### src/hdl/uar_map.svh
// Constants of the serial receive block: register map, fields and sampling counts
// ==========================================================================
// Contract
// [RL1] Receive-complete reads one while the FIFO holds unread characters.
// [RL2] Clearing receiver enable flushes the FIFO and clears receive-complete.
// [RL3] Interrupt request is a level while enabled and receive-complete set.
// [RL4] Error flags travel with each character; data read advances head.
// [RL5] Status writes leave error flags alone; error flags raise no interrupt.
// [RL6] Software writes zeros to the three error bit positions.
// [RL7] Frame error is one when the head's first stop bit sampled zero.
// [RL8] Only the first stop bit is checked; stop count is ignored.
// [RL9] Overrun when start seen, FIFO full and shift register still waiting.
// [RL10] Overrun clears when a character moves from shift register to FIFO.
// [RL11] Parity checked only with enable bit; odd select chooses polarity.
// [RL12] Parity error per entry, only if checking was enabled at reception.
// [RL13] Disable is immediate: reception abandoned, pin returns to port use.
// [RL14] Software drains the FIFO by reading data until complete clears.
// [RL15] Oversampling sixteen per bit, eight in double-speed mode.
// [RL16] Falling edge starts detection; samples 8,9,10 or 4,5,6 validate.
// [RL17] Two or more high validation samples reject the start as noise.
// [RL18] Bit phase resynchronises on every valid start bit.
// [RL19] Sample counter has sixteen or eight states per bit.
// [RL20] Each bit decided by two-of-three vote of centre samples.
// [RL21] Next start edge accepted right after the stop bit's last vote sample.
// [RL22] Completed character moves from shift register into the FIFO.
// [RL23] Unused upper data bits read as zero for short characters.
// [RL24] Ninth bit stored with its character and shown for head entry.
// [RL25] Line samples are acted on only on baud tick cycles.
`ifndef UAR_MAP_SVH
`define UAR_MAP_SVH
// ==========================================================================
// Register offsets (byte addresses)
`define UAR_OFS_DATA      8'h00
`define UAR_OFS_STATUS_A  8'h04
`define UAR_OFS_CTRL_B    8'h08
`define UAR_OFS_CTRL_C    8'h0c
// Status A fields
`define UAR_SA_PE         2
`define UAR_SA_OVR        3
`define UAR_SA_FE         4
`define UAR_SA_DSPD       1
`define UAR_SA_RXC        7
// Control B fields
`define UAR_CB_RX9        1
`define UAR_CB_RXEN       4
`define UAR_CB_RXCIE      7
// Control C fields
`define UAR_CC_SZ_LO      1
`define UAR_CC_STOP2      3
`define UAR_CC_PODD       4
`define UAR_CC_PEN        5
// Reset value of char size field: 8 bits
`define UAR_SZ_RESET      3'h3
`define UAR_SZ_NINE       3'h7
// Sampling
`define UAR_SMP_NORM      5'h10
`define UAR_SMP_DBL       5'h08
`define UAR_VOTE_NORM     5'h08
`define UAR_VOTE_DBL      5'h04
`define UAR_FIFO_DEPTH    2
`endif

### src/hdl/uar_pkg.sv
// Types of the serial receive block
package uar_pkg;
  // ==========================================================================
  // Receive state
  typedef enum logic [1:0] {
    ST_IDLE,
    ST_START,
    ST_BITS
  } uar_state_e;

  // One FIFO entry
  typedef struct packed {
    logic [7:0] data;
    logic       ninth;
    logic       fe;
    logic       ovr;
    logic       pe;
  } uar_entry_s;
endpackage : uar_pkg

### src/hdl/uar_rx.sv
// Asynchronous serial receiver with two-entry FIFO and Wishbone registers
`timescale 1ns/10ps
`include "uar_map.svh"
module uar_rx (
  // Clock and reset
  input  wire logic        clk_i,
  input  wire logic        rst_i,
  // Wishbone slave
  input  wire logic        wb_cyc_i,
  input  wire logic        wb_stb_i,
  input  wire logic        wb_we_i,
  input  wire logic [7:0]  wb_adr_i,
  input  wire logic [3:0]  wb_sel_i,
  input  wire logic [31:0] wb_dat_i,
  output logic      [31:0] wb_dat_o,
  output logic             wb_ack_o,
  // Serial line
  input  wire logic        sample_tick_i,
  input  wire logic        rxd_i,
  output logic             rx_pin_override_o,
  // Interrupt
  output logic             rx_complete_irq_o
);
  // ==========================================================================
  // Registers
  logic       rx_enable;
  logic       rx_complete_irq_enable;
  logic       double_speed_select;
  logic       parity_enable_bit;
  logic       parity_odd_select;
  logic       stop_bit_count_select;
  logic [2:0] char_size;

  logic req;
  logic rd_data;
  assign req     = wb_cyc_i && wb_stb_i && !wb_ack_o;
  assign rd_data = req && !wb_we_i && wb_adr_i == `UAR_OFS_DATA;

  always_ff @(posedge clk_i) begin
    if (rst_i) begin
      wb_ack_o <= 1'b0;
    end else begin
      wb_ack_o <= req;
    end
  end

  // Error flag positions are never written here
  always_ff @(posedge clk_i) begin
    if (rst_i) begin
      rx_enable              <= 1'b0;
      rx_complete_irq_enable <= 1'b0;
      double_speed_select    <= 1'b0;
      parity_enable_bit      <= 1'b0;
      parity_odd_select      <= 1'b0;
      stop_bit_count_select  <= 1'b0;
      char_size              <= `UAR_SZ_RESET;
    end else if (req && wb_we_i && wb_sel_i[0]) begin
      case (wb_adr_i)
        `UAR_OFS_STATUS_A: begin
          double_speed_select <= wb_dat_i[`UAR_SA_DSPD]; // RL5
        end
        `UAR_OFS_CTRL_B: begin
          rx_enable              <= wb_dat_i[`UAR_CB_RXEN];
          rx_complete_irq_enable <= wb_dat_i[`UAR_CB_RXCIE];
          char_size[2]           <= wb_dat_i[2];
        end
        `UAR_OFS_CTRL_C: begin
          char_size[1:0]        <= wb_dat_i[2:1];
          stop_bit_count_select <= wb_dat_i[`UAR_CC_STOP2];
          parity_odd_select     <= wb_dat_i[`UAR_CC_PODD];
          parity_enable_bit     <= wb_dat_i[`UAR_CC_PEN];
        end
        default: begin
        end
      endcase
    end
  end

  // ==========================================================================
  // FIFO
  uar_pkg::uar_entry_s fifo [`UAR_FIFO_DEPTH];
  logic       rd_ptr;
  logic       wr_ptr;
  logic [1:0] count;
  logic       push;
  logic       pop;
  uar_pkg::uar_entry_s push_entry;
  uar_pkg::uar_entry_s head;
  logic       rx_complete_flag;

  assign head             = fifo[rd_ptr];
  assign rx_complete_flag = count != 2'h0; // RL1
  assign pop              = rd_data && rx_complete_flag; // RL4

  always_ff @(posedge clk_i) begin
    if (rst_i || !rx_enable) begin
      rd_ptr <= 1'b0; // RL2
      wr_ptr <= 1'b0;
      count  <= 2'h0;
    end else begin
      if (push) begin
        fifo[wr_ptr] <= push_entry;
        wr_ptr       <= ~wr_ptr;
      end
      if (pop) begin
        rd_ptr <= ~rd_ptr;
      end
      count <= 2'(count + {1'b0, push} - {1'b0, pop});
    end
  end

  // ==========================================================================
  // Read data
  logic [7:0] data_mask;
  always_comb begin
    case (char_size)
      3'h0:    data_mask = 8'h1f;
      3'h1:    data_mask = 8'h3f;
      3'h2:    data_mask = 8'h7f;
      default: data_mask = 8'hff;
    endcase
  end

  always_ff @(posedge clk_i) begin
    if (rst_i) begin
      wb_dat_o <= 32'h0;
    end else if (req && !wb_we_i) begin
      wb_dat_o <= 32'h0;
      case (wb_adr_i)
        `UAR_OFS_DATA: begin
          wb_dat_o[7:0] <= rx_complete_flag ? (head.data & data_mask) : 8'h00; // RL23
        end
        `UAR_OFS_STATUS_A: begin
          wb_dat_o[`UAR_SA_RXC]  <= rx_complete_flag; // RL1
          wb_dat_o[`UAR_SA_FE]   <= rx_complete_flag && head.fe; // RL7
          wb_dat_o[`UAR_SA_OVR]  <= rx_complete_flag && head.ovr;
          wb_dat_o[`UAR_SA_PE]   <= rx_complete_flag && head.pe; // RL12
          wb_dat_o[`UAR_SA_DSPD] <= double_speed_select;
        end
        `UAR_OFS_CTRL_B: begin
          wb_dat_o[`UAR_CB_RXCIE] <= rx_complete_irq_enable;
          wb_dat_o[`UAR_CB_RXEN]  <= rx_enable;
          wb_dat_o[2]             <= char_size[2];
          wb_dat_o[`UAR_CB_RX9]   <= rx_complete_flag && head.ninth; // RL24
        end
        `UAR_OFS_CTRL_C: begin
          wb_dat_o[2:1]              <= char_size[1:0];
          wb_dat_o[`UAR_CC_STOP2]    <= stop_bit_count_select;
          wb_dat_o[`UAR_CC_PODD]     <= parity_odd_select;
          wb_dat_o[`UAR_CC_PEN]      <= parity_enable_bit;
        end
        default: begin
        end
      endcase
    end
  end

  // Level request; error flags play no part
  assign rx_complete_irq_o = rx_complete_irq_enable && rx_complete_flag; // RL3 RL5
  assign rx_pin_override_o = rx_enable; // RL13

  // ==========================================================================
  // Receive engine
  uar_pkg::uar_state_e state;
  logic [4:0] smp;
  logic [3:0] bit_idx;
  logic [1:0] votes;
  logic [8:0] shreg;
  logic       line_prev;
  logic       held;
  uar_pkg::uar_entry_s held_entry;
  logic       ovr_pend;
  logic [4:0] per_bit;
  logic [4:0] vote_first;
  logic [3:0] data_bits;
  logic [3:0] frame_bits;
  logic       vote_now;
  logic       vote_last;
  // Parity bit kept apart so a nine-bit character is not overwritten
  logic       par_rx;

  assign per_bit    = double_speed_select ? `UAR_SMP_DBL : `UAR_SMP_NORM; // RL15 RL19
  assign vote_first = double_speed_select ? `UAR_VOTE_DBL : `UAR_VOTE_NORM; // RL16
  assign data_bits  = (char_size == `UAR_SZ_NINE) ? 4'h9 : 4'({2'b0, char_size[1:0]} + 4'h5);
  assign frame_bits = 4'(data_bits + {3'b0, parity_enable_bit}); // RL8
  // Third vote is the live sample, so a bit is decided on its last vote sample
  assign vote_now   = (votes[0] & votes[1]) | (votes[0] & rxd_i) | (votes[1] & rxd_i); // RL20
  assign vote_last  = smp == 5'(vote_first + 5'h2);

  logic [8:0] data_only;
  logic       par_calc;
  always_comb begin
    data_only = shreg >> 4'(4'h9 - data_bits);
    par_calc  = ^data_only ^ parity_odd_select; // RL11
  end

  // Completed frame waits in held until FIFO has room
  always_ff @(posedge clk_i) begin
    if (rst_i || !rx_enable) begin
      state     <= uar_pkg::ST_IDLE; // RL13
      smp       <= 5'h0;
      bit_idx   <= 4'h0;
      votes     <= 2'h0;
      par_rx    <= 1'b0;
      shreg     <= 9'h0;
      line_prev <= 1'b1;
      held      <= 1'b0;
      held_entry <= '0;
      ovr_pend  <= 1'b0;
    end else begin
      if (push) begin
        held     <= 1'b0;
        ovr_pend <= 1'b0; // RL10
      end
      if (sample_tick_i) begin // RL25
        line_prev <= rxd_i;
        case (state)
          uar_pkg::ST_IDLE: begin
            if (line_prev && !rxd_i) begin // RL16 RL21
              state <= uar_pkg::ST_START;
              smp   <= 5'h2;
              if (held && count == 2'h2) begin
                ovr_pend <= 1'b1; // RL9
              end
            end
          end
          uar_pkg::ST_START: begin
            smp <= 5'(smp + 5'h1);
            if (smp == vote_first) begin
              votes[0] <= rxd_i;
            end
            if (smp == 5'(vote_first + 5'h1)) begin
              votes[1] <= rxd_i;
            end
            if (vote_last && vote_now) begin
              state <= uar_pkg::ST_IDLE; // RL17
            end
            if (smp == per_bit) begin
              state   <= uar_pkg::ST_BITS;
              smp     <= 5'h1; // RL18
              bit_idx <= 4'h0;
            end
          end
          uar_pkg::ST_BITS: begin
            smp <= (smp == per_bit) ? 5'h1 : 5'(smp + 5'h1);
            if (smp == vote_first) begin
              votes[0] <= rxd_i;
            end
            if (smp == 5'(vote_first + 5'h1)) begin
              votes[1] <= rxd_i;
            end
            if (vote_last) begin
              if (bit_idx == frame_bits) begin
                // Idle from the next tick: an early start edge is seen at once
                state               <= uar_pkg::ST_IDLE; // RL21
                held                <= 1'b1; // RL22
                held_entry.data     <= data_only[7:0];
                held_entry.ninth    <= data_only[8];
                held_entry.fe       <= !vote_now; // RL7 RL8
                held_entry.ovr      <= ovr_pend;
                held_entry.pe       <= parity_enable_bit && (par_calc != par_rx); // RL12
              end else begin
                bit_idx <= 4'(bit_idx + 4'h1);
                if (bit_idx < data_bits) begin
                  shreg <= {vote_now, shreg[8:1]};
                end else begin
                  par_rx <= vote_now;
                end
              end
            end
          end
          default: begin
            state <= uar_pkg::ST_IDLE;
          end
        endcase
      end
    end
  end

  assign push       = held && (count != 2'h2 || pop);
  assign push_entry = held_entry;

  // ==========================================================================
  // Assertions
  // Flush takes one edge after the enable falls
  a_flush_on_disable: // RL2
    assert property (@(posedge clk_i) disable iff (rst_i)
      !rx_enable |=> !rx_complete_flag)
    else $error("receive FIFO not flushed after disable");

  // Request stays up while nothing is read and the enable stays set
  a_irq_level_holds: // RL3
    assert property (@(posedge clk_i) disable iff (rst_i)
      rx_complete_irq_o && !pop && rx_enable |=>
        rx_complete_flag && (rx_complete_irq_o || !rx_complete_irq_enable))
    else $error("receive interrupt request dropped while flag set");

  a_fifo_bound: // RL4 RL9
    assert property (@(posedge clk_i) disable iff (rst_i)
      count <= 2'h2)
    else $error("receive FIFO count above two");

  a_push_counts: // RL22
    assert property (@(posedge clk_i) disable iff (rst_i)
      push && !pop && rx_enable |=> count == 2'($past(count) + 2'h1))
    else $error("completed character did not enter the FIFO");

  a_disable_aborts: // RL13
    assert property (@(posedge clk_i) disable iff (rst_i)
      !rx_enable |=> state == uar_pkg::ST_IDLE && !held)
    else $error("reception not abandoned on disable");

  // Engine only moves on oversample ticks
  a_tick_only: // RL25
    assert property (@(posedge clk_i) disable iff (rst_i)
      !sample_tick_i && rx_enable |=> $stable(state) && $stable(smp))
    else $error("receive engine moved without a sample tick");

  a_start_detect: // RL16 RL18
    assert property (@(posedge clk_i) disable iff (rst_i)
      rx_enable && sample_tick_i && state == uar_pkg::ST_IDLE && line_prev && !rxd_i
        |=> state == uar_pkg::ST_START && smp == 5'h2)
    else $error("falling edge did not start detection");

  a_noise_reject: // RL17
    assert property (@(posedge clk_i) disable iff (rst_i)
      rx_enable && sample_tick_i && state == uar_pkg::ST_START && vote_last && vote_now
        |=> state == uar_pkg::ST_IDLE)
    else $error("noisy start bit was not rejected");

  a_ack_single: // RL4
    assert property (@(posedge clk_i) disable iff (rst_i)
      wb_ack_o |=> !wb_ack_o)
    else $error("bus acknowledge longer than one cycle");
endmodule : uar_rx

### config.mk
export PLATFORM = sky130hd
export DESIGN_NAME = uar_rx
export DESIGN_NICKNAME = d
export VERILOG_FILES = /design/src/hdl/uar_pkg.sv /design/src/hdl/uar_rx.sv
export VERILOG_INCLUDE_DIRS = /design/src /design/src/hdl
export SDC_FILE = /design/constraint.sdc
export NUM_CORES = 1
export LEC_CHECK = 0
export ABC_CLOCK_PERIOD_IN_PS = 10000
export BUFFER_PORTS_ARGS = -buffer_cell sky130_fd_sc_hd__buf_4
export CAP_MARGIN = 30
export CELL_PAD_IN_SITES_DETAIL_PLACEMENT = 1
export CELL_PAD_IN_SITES_GLOBAL_PLACEMENT = 2
export CORE_MARGIN = 3
export CORE_UTILIZATION = 36
export CTS_BUF_LIST = sky130_fd_sc_hd__clkbuf_4 sky130_fd_sc_hd__clkbuf_8 sky130_fd_sc_hd__clkbuf_16
export DETAILED_ROUTE_END_ITERATION = 10
export MAX_ROUTING_LAYER = met4
export PLACE_DENSITY_LB_ADDON = 0.05
export SYNTH_ARGS = -nofsm -noshare
export SYNTH_HDL_FRONTEND = slang
export SYNTH_SLANG_ARGS = --single-unit
### constraint.sdc
create_clock -name clk_i -period 10 [get_ports clk_i]
set_input_delay 0 -clock clk_i [delete_from_list [all_inputs] [get_ports clk_i]]
set_output_delay 0 -clock clk_i [all_outputs]
set_load 0.03 [all_outputs]
Word-level counts from Yosys, hierarchy flattened

Memories as Yosys holds them, arrays and structs flattened. A register that Yosys moved wholly into a read port is not among the register bits.
Index checks and enable logic that the tools add are counted.

Output and inout bits: 35
Memories: 1
Word-level logic and storage cells: 156
Memory bits (read-only): 0
Register bits after elaboration: 60
Bits in latches: 0
Bits in writable memories: 24
Input bits: 51

Div/mod/pow operators: 0
Multiplexer cells: 40
Shift-type cells: 1
Add/sub/neg operators: 9
Multipliers: 0
Magnitude comparators: 1
Bitwise logic cells: 11
Equality and inequality tests: 22
Reduce and logical (&&, ||, !) cells: 43

Memories:

| memory | depth | bits a word | read ports | clocked after memory_dff | write ports | line         | RTL |
|---|---|---|---|---|---|---|---|
| fifo   | 2     | 12          | 1          | 1                        | 1           | uar_rx.sv:81 | `` uar_pkg::uar_entry_s fifo [`UAR_FIFO_DEPTH]; `` |

Operators by type and width:

| cell                                                                   | count |
|---|---|
| 8-bit case mux with 3 select lines                                     | 1 |
| 4-bit 2-to-1 mux                                                       | 5 |
| 5-bit AND reduction                                                    | 4 |
| 1-bit logical AND                                                      | 17 |
| 1-bit 2-to-1 mux                                                       | 17 |
| 8-bit by 4-bit equality test with 1-bit output (second input constant) | 2 |
| 5-bit equality test                                                    | 3 |
| 5-bit 2-to-1 mux                                                       | 3 |
| 2-bit != test (second input constant)                                  | 6 |
| 2-bit 2-to-1 mux                                                       | 5 |
| 5-bit case mux with 2 select lines                                     | 1 |
| 3-bit AND reduction                                                    | 3 |
| 9-bit parity                                                           | 1 |
| 9-bit by 4-bit right shift with 9-bit output                           | 1 |
| 8-bit AND                                                              | 1 |
| 8-bit by 3-bit equality test with 1-bit output (second input constant) | 1 |
| 8-bit logical NOT                                                      | 1 |
| 8-bit 2-to-1 mux                                                       | 1 |
| 2-bit case mux with 4 select lines                                     | 1 |
| 4-bit case mux with 2 select lines                                     | 1 |
| 1-bit case mux with 3 select lines                                     | 2 |
| 2-bit case mux with 3 select lines                                     | 1 |
| 2-bit AND reduction                                                    | 3 |
| 2-bit nonzero test                                                     | 3 |
| other kinds (31)                                                       | 43 |

Depth between registers and ports, before layout

Word-level depth: 12
Gate-level depth with buffers: 17
Mapped depth without buffers: 13

Worst setup path after synthesis

No wires, ideal clock.

Kind: reg-to-reg
Start point: register char_size[0]
End point: register held_entry[1] in the netlist's numbering
Required time: 9930 ps
Stages on the path, launching flop included: 18
Setup time: 70 ps
Buffers on the path: 6
Clock period less this slack: 3245 ps
Arrival: 3175 ps
Slack: 6755 ps
Cell sequence: dfxtp_1 buf_4 buf_2 inv_1 ha_1 clkbuf_1 buf_2 nand2_1 inv_1 ha_1 xnor2_1 and3_1 o211ai_1 or2_0 clkbuf_1 clkbuf_1 nand2_1 a21oi_1

Word-level cells in the longest chain between the ends: 5
Elaborated cells on any way between the ends: 6

Ends and longest elaborated chain:

| element                                                                       | line          | RTL |
|---|---|---|
| from (decl)                                                                   | uar_rx.sv:32  | `logic [2:0] char_size;` |
| from (signal assigned)                                                        | uar_rx.sv:56  | `` char_size <= `UAR_SZ_RESET; `` |
| from (signal assigned)                                                        | uar_rx.sv:68  | `char_size[1:0] <= wb_dat_i[2:1];` |
| 2-bit by 3-bit adder with 4-bit output or 3-bit equality test (tied branches) | -             |  |
| 4-bit 2-to-1 mux *                                                            | uar_rx.sv:184 | `` assign data_bits = (char_size == `UAR_SZ_NINE) ? 4'h9 : 4'({2'b0, char_size[1:0]} + 4'h5); `` |
| 4-bit by 1-bit adder with 4-bit output *                                      | uar_rx.sv:185 | `assign frame_bits = 4'(data_bits + {3'b0, parity_enable_bit});` |
| 4-bit equality test *                                                         | uar_rx.sv:253 | `if (bit_idx == frame_bits) begin` |
| 4-bit AND reduction (no source line) *                                        | -             |  |
| to (decl)                                                                     | uar_rx.sv:171 | `uar_pkg::uar_entry_s held_entry;` |

Mark *: on every way between the ends. The rest lies on a longest branch, timed or not.
A chain may end at the register's enable or synchronous reset.

Worst setup path in the final report

Start point: register char_size[0]
End point: register held_entry[0] in the netlist's numbering

Word-level cells in the longest chain between the ends: 8
Elaborated cells on any way between the ends: 12

Ends and longest elaborated chain:

| element                                                                       | line          | RTL |
|---|---|---|
| 2-bit by 3-bit adder with 4-bit output or 3-bit equality test (tied branches) | -             |  |
| 4-bit 2-to-1 mux *                                                            | uar_rx.sv:184 |  |
| 4-bit subtractor                                                              | uar_rx.sv:193 | `data_only = shreg >> 4'(4'h9 - data_bits);` |
| 9-bit by 4-bit right shift with 9-bit output                                  | uar_rx.sv:193 |  |
| 9-bit parity                                                                  | uar_rx.sv:194 | `par_calc = ^data_only ^ parity_odd_select;` |
| 1-bit bitwise XOR                                                             | uar_rx.sv:194 |  |
| 1-bit != test                                                                 | uar_rx.sv:261 | `held_entry.pe <= parity_enable_bit && (par_calc != par_rx);` |
| 1-bit logical AND                                                             | uar_rx.sv:261 |  |

Marked as above.

==> metrics.md <==
| Metric | Value |
|---|---|
| Die Y | `120.1 µm` |
| Routed length per instance | `16.45 µm` |
| Setup repair after global routing missed its margin | `false` |
| Most area-hungry cell type in the Yosys netlist | `dfxtp_1` |
| Most frequent standard cell in the layout excluding fill and tap cells | `dfxtp_1` |
| Total die area | `0.01442 mm²` |
| Share of the synthesized netlist area taken by xor and xnor gates | `3.178%` |
| CTS Hold Bufs | `19` |
| Post-route clock skew | `0.005158 ns` |
| Portion of the post-synthesis area used by sequential elements | `41.44%` |
| Post-Synth Adder-Cell Area | `5.287%` |
| Async SR Flop Fraction | `0%` |
| First-pass GRT wire length | `20.45 mm` |
| IO Count | `86` |
| Width of the die | `120.1 µm` |
| Chain of cells forming the critical path | `ha_1, a21boi_4, inv_2, ha_1, ha_1, xnor2_1, nor4_1, o211ai_1, nor2_1, and3_1, or3b_1, o211ai_2` |
| Mean Syn Cell Area | `8.977 µm²` |
| Hold violation count in the final report | `0` |
| Number of enable flip-flop cells after synthesis | `24` |
| Pin count of the biggest net entering global routing | `34` |
| Setup total negative slack | `0 ns` |
| CTS buffer count | `9` |
| Area of combinational cells with multiple inputs | `0.002467 mm²` |
| Max Slew Vio Count | `0` |
| Total power | `763.6 µW` |
| Worst path arrival time | `4.96 ns` |
| Placed Cells incl. Taps | `701` |
| Data required time of the worst path | `10.27 ns` |
| Result of the run | `completed` |
| Slew at the pin with the worst max-slew slack | `0.9740 ns` |
| Element type at the critical path start | `register` |
| Drt total wl | `12.10 mm` |
| Most common flop cell mapped by yosys | `dfxtp_1` |
| Mean number of vias per cell | `5.049` |
| Number of levels in the clock H-tree | `3` |
| Fmax achieved | `213.5 MHz` |
| Number of nets in the layout | `629` |
| # port buffers | `32` |
| Launch instance of the worst register-to-register path | `char_size[0]` |
| Most used cells in the layout excluding fill and tap cells | `61 x dfxtp_1, 59 x nor2_1, 47 x nand2_1` |
| Setup violators final | `0` |
| Non-filler instance count after layout | `736` |
| Area growth from synthesis to layout | `16.96%` |
| Number of DRC violations after detailed-routing iteration 0 | `188` |
| Fraction of layout instances using a drive strength above 1 | `11.52%` |
| All-Layer GR Usage | `18.45%` |
| Power Dens Cells | `139.3 mW/mm²` |
| Post-Place Cell Area | `0.004959 mm²` |
| Leakage power of the design | `0.002157 µW` |
| Crit path kind | `reg2reg` |
| Worst Hold Class | `in2reg` |
| Syn. warnings | `0` |
| Antenna violations before repair | `0` |
| Number of placement rows | `41` |
| # resized after CTS | `0` |
| Core area | `0.01267 mm²` |
| R2r endpoint | `held_entry[0]` |
| Filler cells | `1504` |
| Synth area leaders | `dfxtp_1 26%, edfxtp_1 15%, mux2i_1 7.0%` |
| Total via count after detailed routing | `3716` |
| Largest vdd supply drop | `0.00006292 V` |
| Top-area cell type share of the netlist area | `26.06%` |
| Maximum Capacitance Violations | `0` |
| GP Congestion | `0.8203` |
| Final critical-path required period | `4.684 ns` |
| Via count of the first global-routing pass | `3927` |
| Number of cells traversed by the worst register-to-register path | `12` |
| Count of cell types in the netlist | `64` |
| Most used cell along the critical path | `ha_1` |
| Final period utilization | `46.84%` |
| Post-CTS Repair Setup Buffers | `0` |
| Worst Min Path Start | `wb_we_i` |
| Post-synthesis sequential element count | `85` |
| Maximum buffer depth of the clock tree | `2` |
| Post-DP HPWL | `8.766 mm` |
| Peak per-stage delay on the critical path | `0.92 ns` |
| Combinational family with the most area after synthesis | `simple AND/OR/NAND/NOR gates` |
| Antenna violation net count after detailed routing | `0` |
| Largest fanout on the critical path | `25` |
| Hold Crit Endpoint | `wb_dat_o[1]` |
| Area share of and/or/nand/nor cells after synthesis | `18.96%` |
| Clock root cell | `clkbuf_16` |
| Pre-antenna DRT Iters | `4` |
| Clock transition time at the flip-flop clock pins of the worst setup and hold paths | `0.07 ns` |
| Worst hold path stage count | `4` |
| Flip-flop and latch area | `0.001942 mm²` |
| Number of standard cells after synthesis | `522` |
| Multiplexer fraction of the synthesized cell area | `9.052%` |
| Starting density of the core | `36.98%` |
| Remaining global-route overflow | `0` |
| Core Util, Final | `43.25%` |
| Clock latency on the worst-skew pair | `0.35 ns` |
| Slew margin rel. | `35.06%` |
| DRC | `0` |
| Slowest stage cell, crit path | `ha_1` |
| Post-synth design cell area | `0.004686 mm²` |
| Clock tree from TritonCTS | `built` |
| Sinks on Clock Net | `85` |
| Kind of end point of the critical path | `register` |
| Compound-gate portion of the synthesized area | `14.26%` |
| Design Area, Final | `0.005480 mm²` |
| Antenna Diode Count | `0` |
| Minimum setup slack among reg-to-reg paths | `5.32 ns` |
-- worst max-delay path by stage --
| stage | from | to | slack (ns) | depth (start not counted) |
|---|---|---|---|---|
| 3_3_place_gp | char_size[0] | held_entry[3] | 5.32 | 12 |
| 2_1_floorplan | char_size[0] | held_entry[1] | 6.75 | 17 |
| 5_1_grt | char_size[0] | held_entry[9] | 4.71 | 12 |
| 4_1_cts | char_size[0] | held_entry[3] | 5.20 | 12 |
| 6_report | char_size[0] | held_entry[0] | 5.32 | 12 |
| 3_5_place_dp | char_size[0] | held_entry[3] | 5.21 | 12 |
-- power by group --
| part | total, µW | internal (µW) | leakage (µW) | switching (µW) |
|---|---|---|---|---|
| Combinational | 36.5 | 12.6 | 0.00122 | 23.9 |
| Clock | 374 | 223 | 0.000163 | 151 |
| Sequential | 353 | 353 | 0.000771 | 0.509 |
-- per-layer routing --
layer	wire (µm)	track usage [%]	up-vias	share of wire, %
li1	-	-	1871	-
met1	5775	23.57	1759	48
met2	5655	29.12	69	47
met3	407	2.828	17	3.4
met4	266	8.089	0	2.2
met5	0	-	-	0
-- logic make-up after synthesis --
kind of cell / Yosys count
simple gates: 186
compound gates: 102
flops: 85
buf+inv: 70
mux: 41
fa+ha+maj: 20
xor+xnor: 17
other cells: 1
-- synth_stat cells, drive strengths merged (2+ instances only) --
cell,n
mux2,8
inv,19
o21a,4
or2,5
or3,2
edfxtp,24
mux2i,33
nor3b,5
buf,33
and3,8
o22ai,3
nand3b,5
nand2,47
ha,19
clkbuf,18
a22oi,5
nor3,13
nor2b,7
o221ai,3
dfxtp,61
nand4,4
a211oi,5
a31oi,2
or3b,2
nand2b,3
nand3,15
a2111oi,3
xnor2,11
nor2,59
o211ai,7
a21boi,3
xor2,6
o21ai,26
and2,4
nor4,3
a21oi,29
-- layout make-up --
class,instances,area share [%]
repair buffers,54,8.265
flip-flops and latches,85,35.43
clock buffers,9,4.110
well taps,172,3.927
clock inverters,7,1.941
multi-input cells,390,45.02
inverters,19,1.301
-- sequential cells by signal, indices dropped and copies added (netlist names), 2 cells and up, named ones only --
register / cells
char_size: 3
wb_dat_o: 8
bit_idx: 4
fifo: 24
count: 2
votes: 2
held_entry: 12
shreg: 9
smp: 5
state: 2
-- critical path, delay by kind of cell (launching register included) --
| family | cells | cell delay [ns] |
|---|---|---|
| simple gates | 4 | 1.57 |
| fa+ha+maj | 3 | 1.30 |
| flops | 1 | 0.85 |
| compound gates | 3 | 0.59 |
| buf+inv | 1 | 0.20 |
| xor+xnor | 1 | 0.09 |
-- through the flow --
step                setup slack, ns  hold WS, ns
global placement              5.323       0.2346
global route                  4.709      0.05909
floorplan                     6.755       0.1262
detailed placement            5.207       0.2559
CTS                           5.202      0.01922
finish                        5.316      0.02585
(Power assumes the default switching activity.)
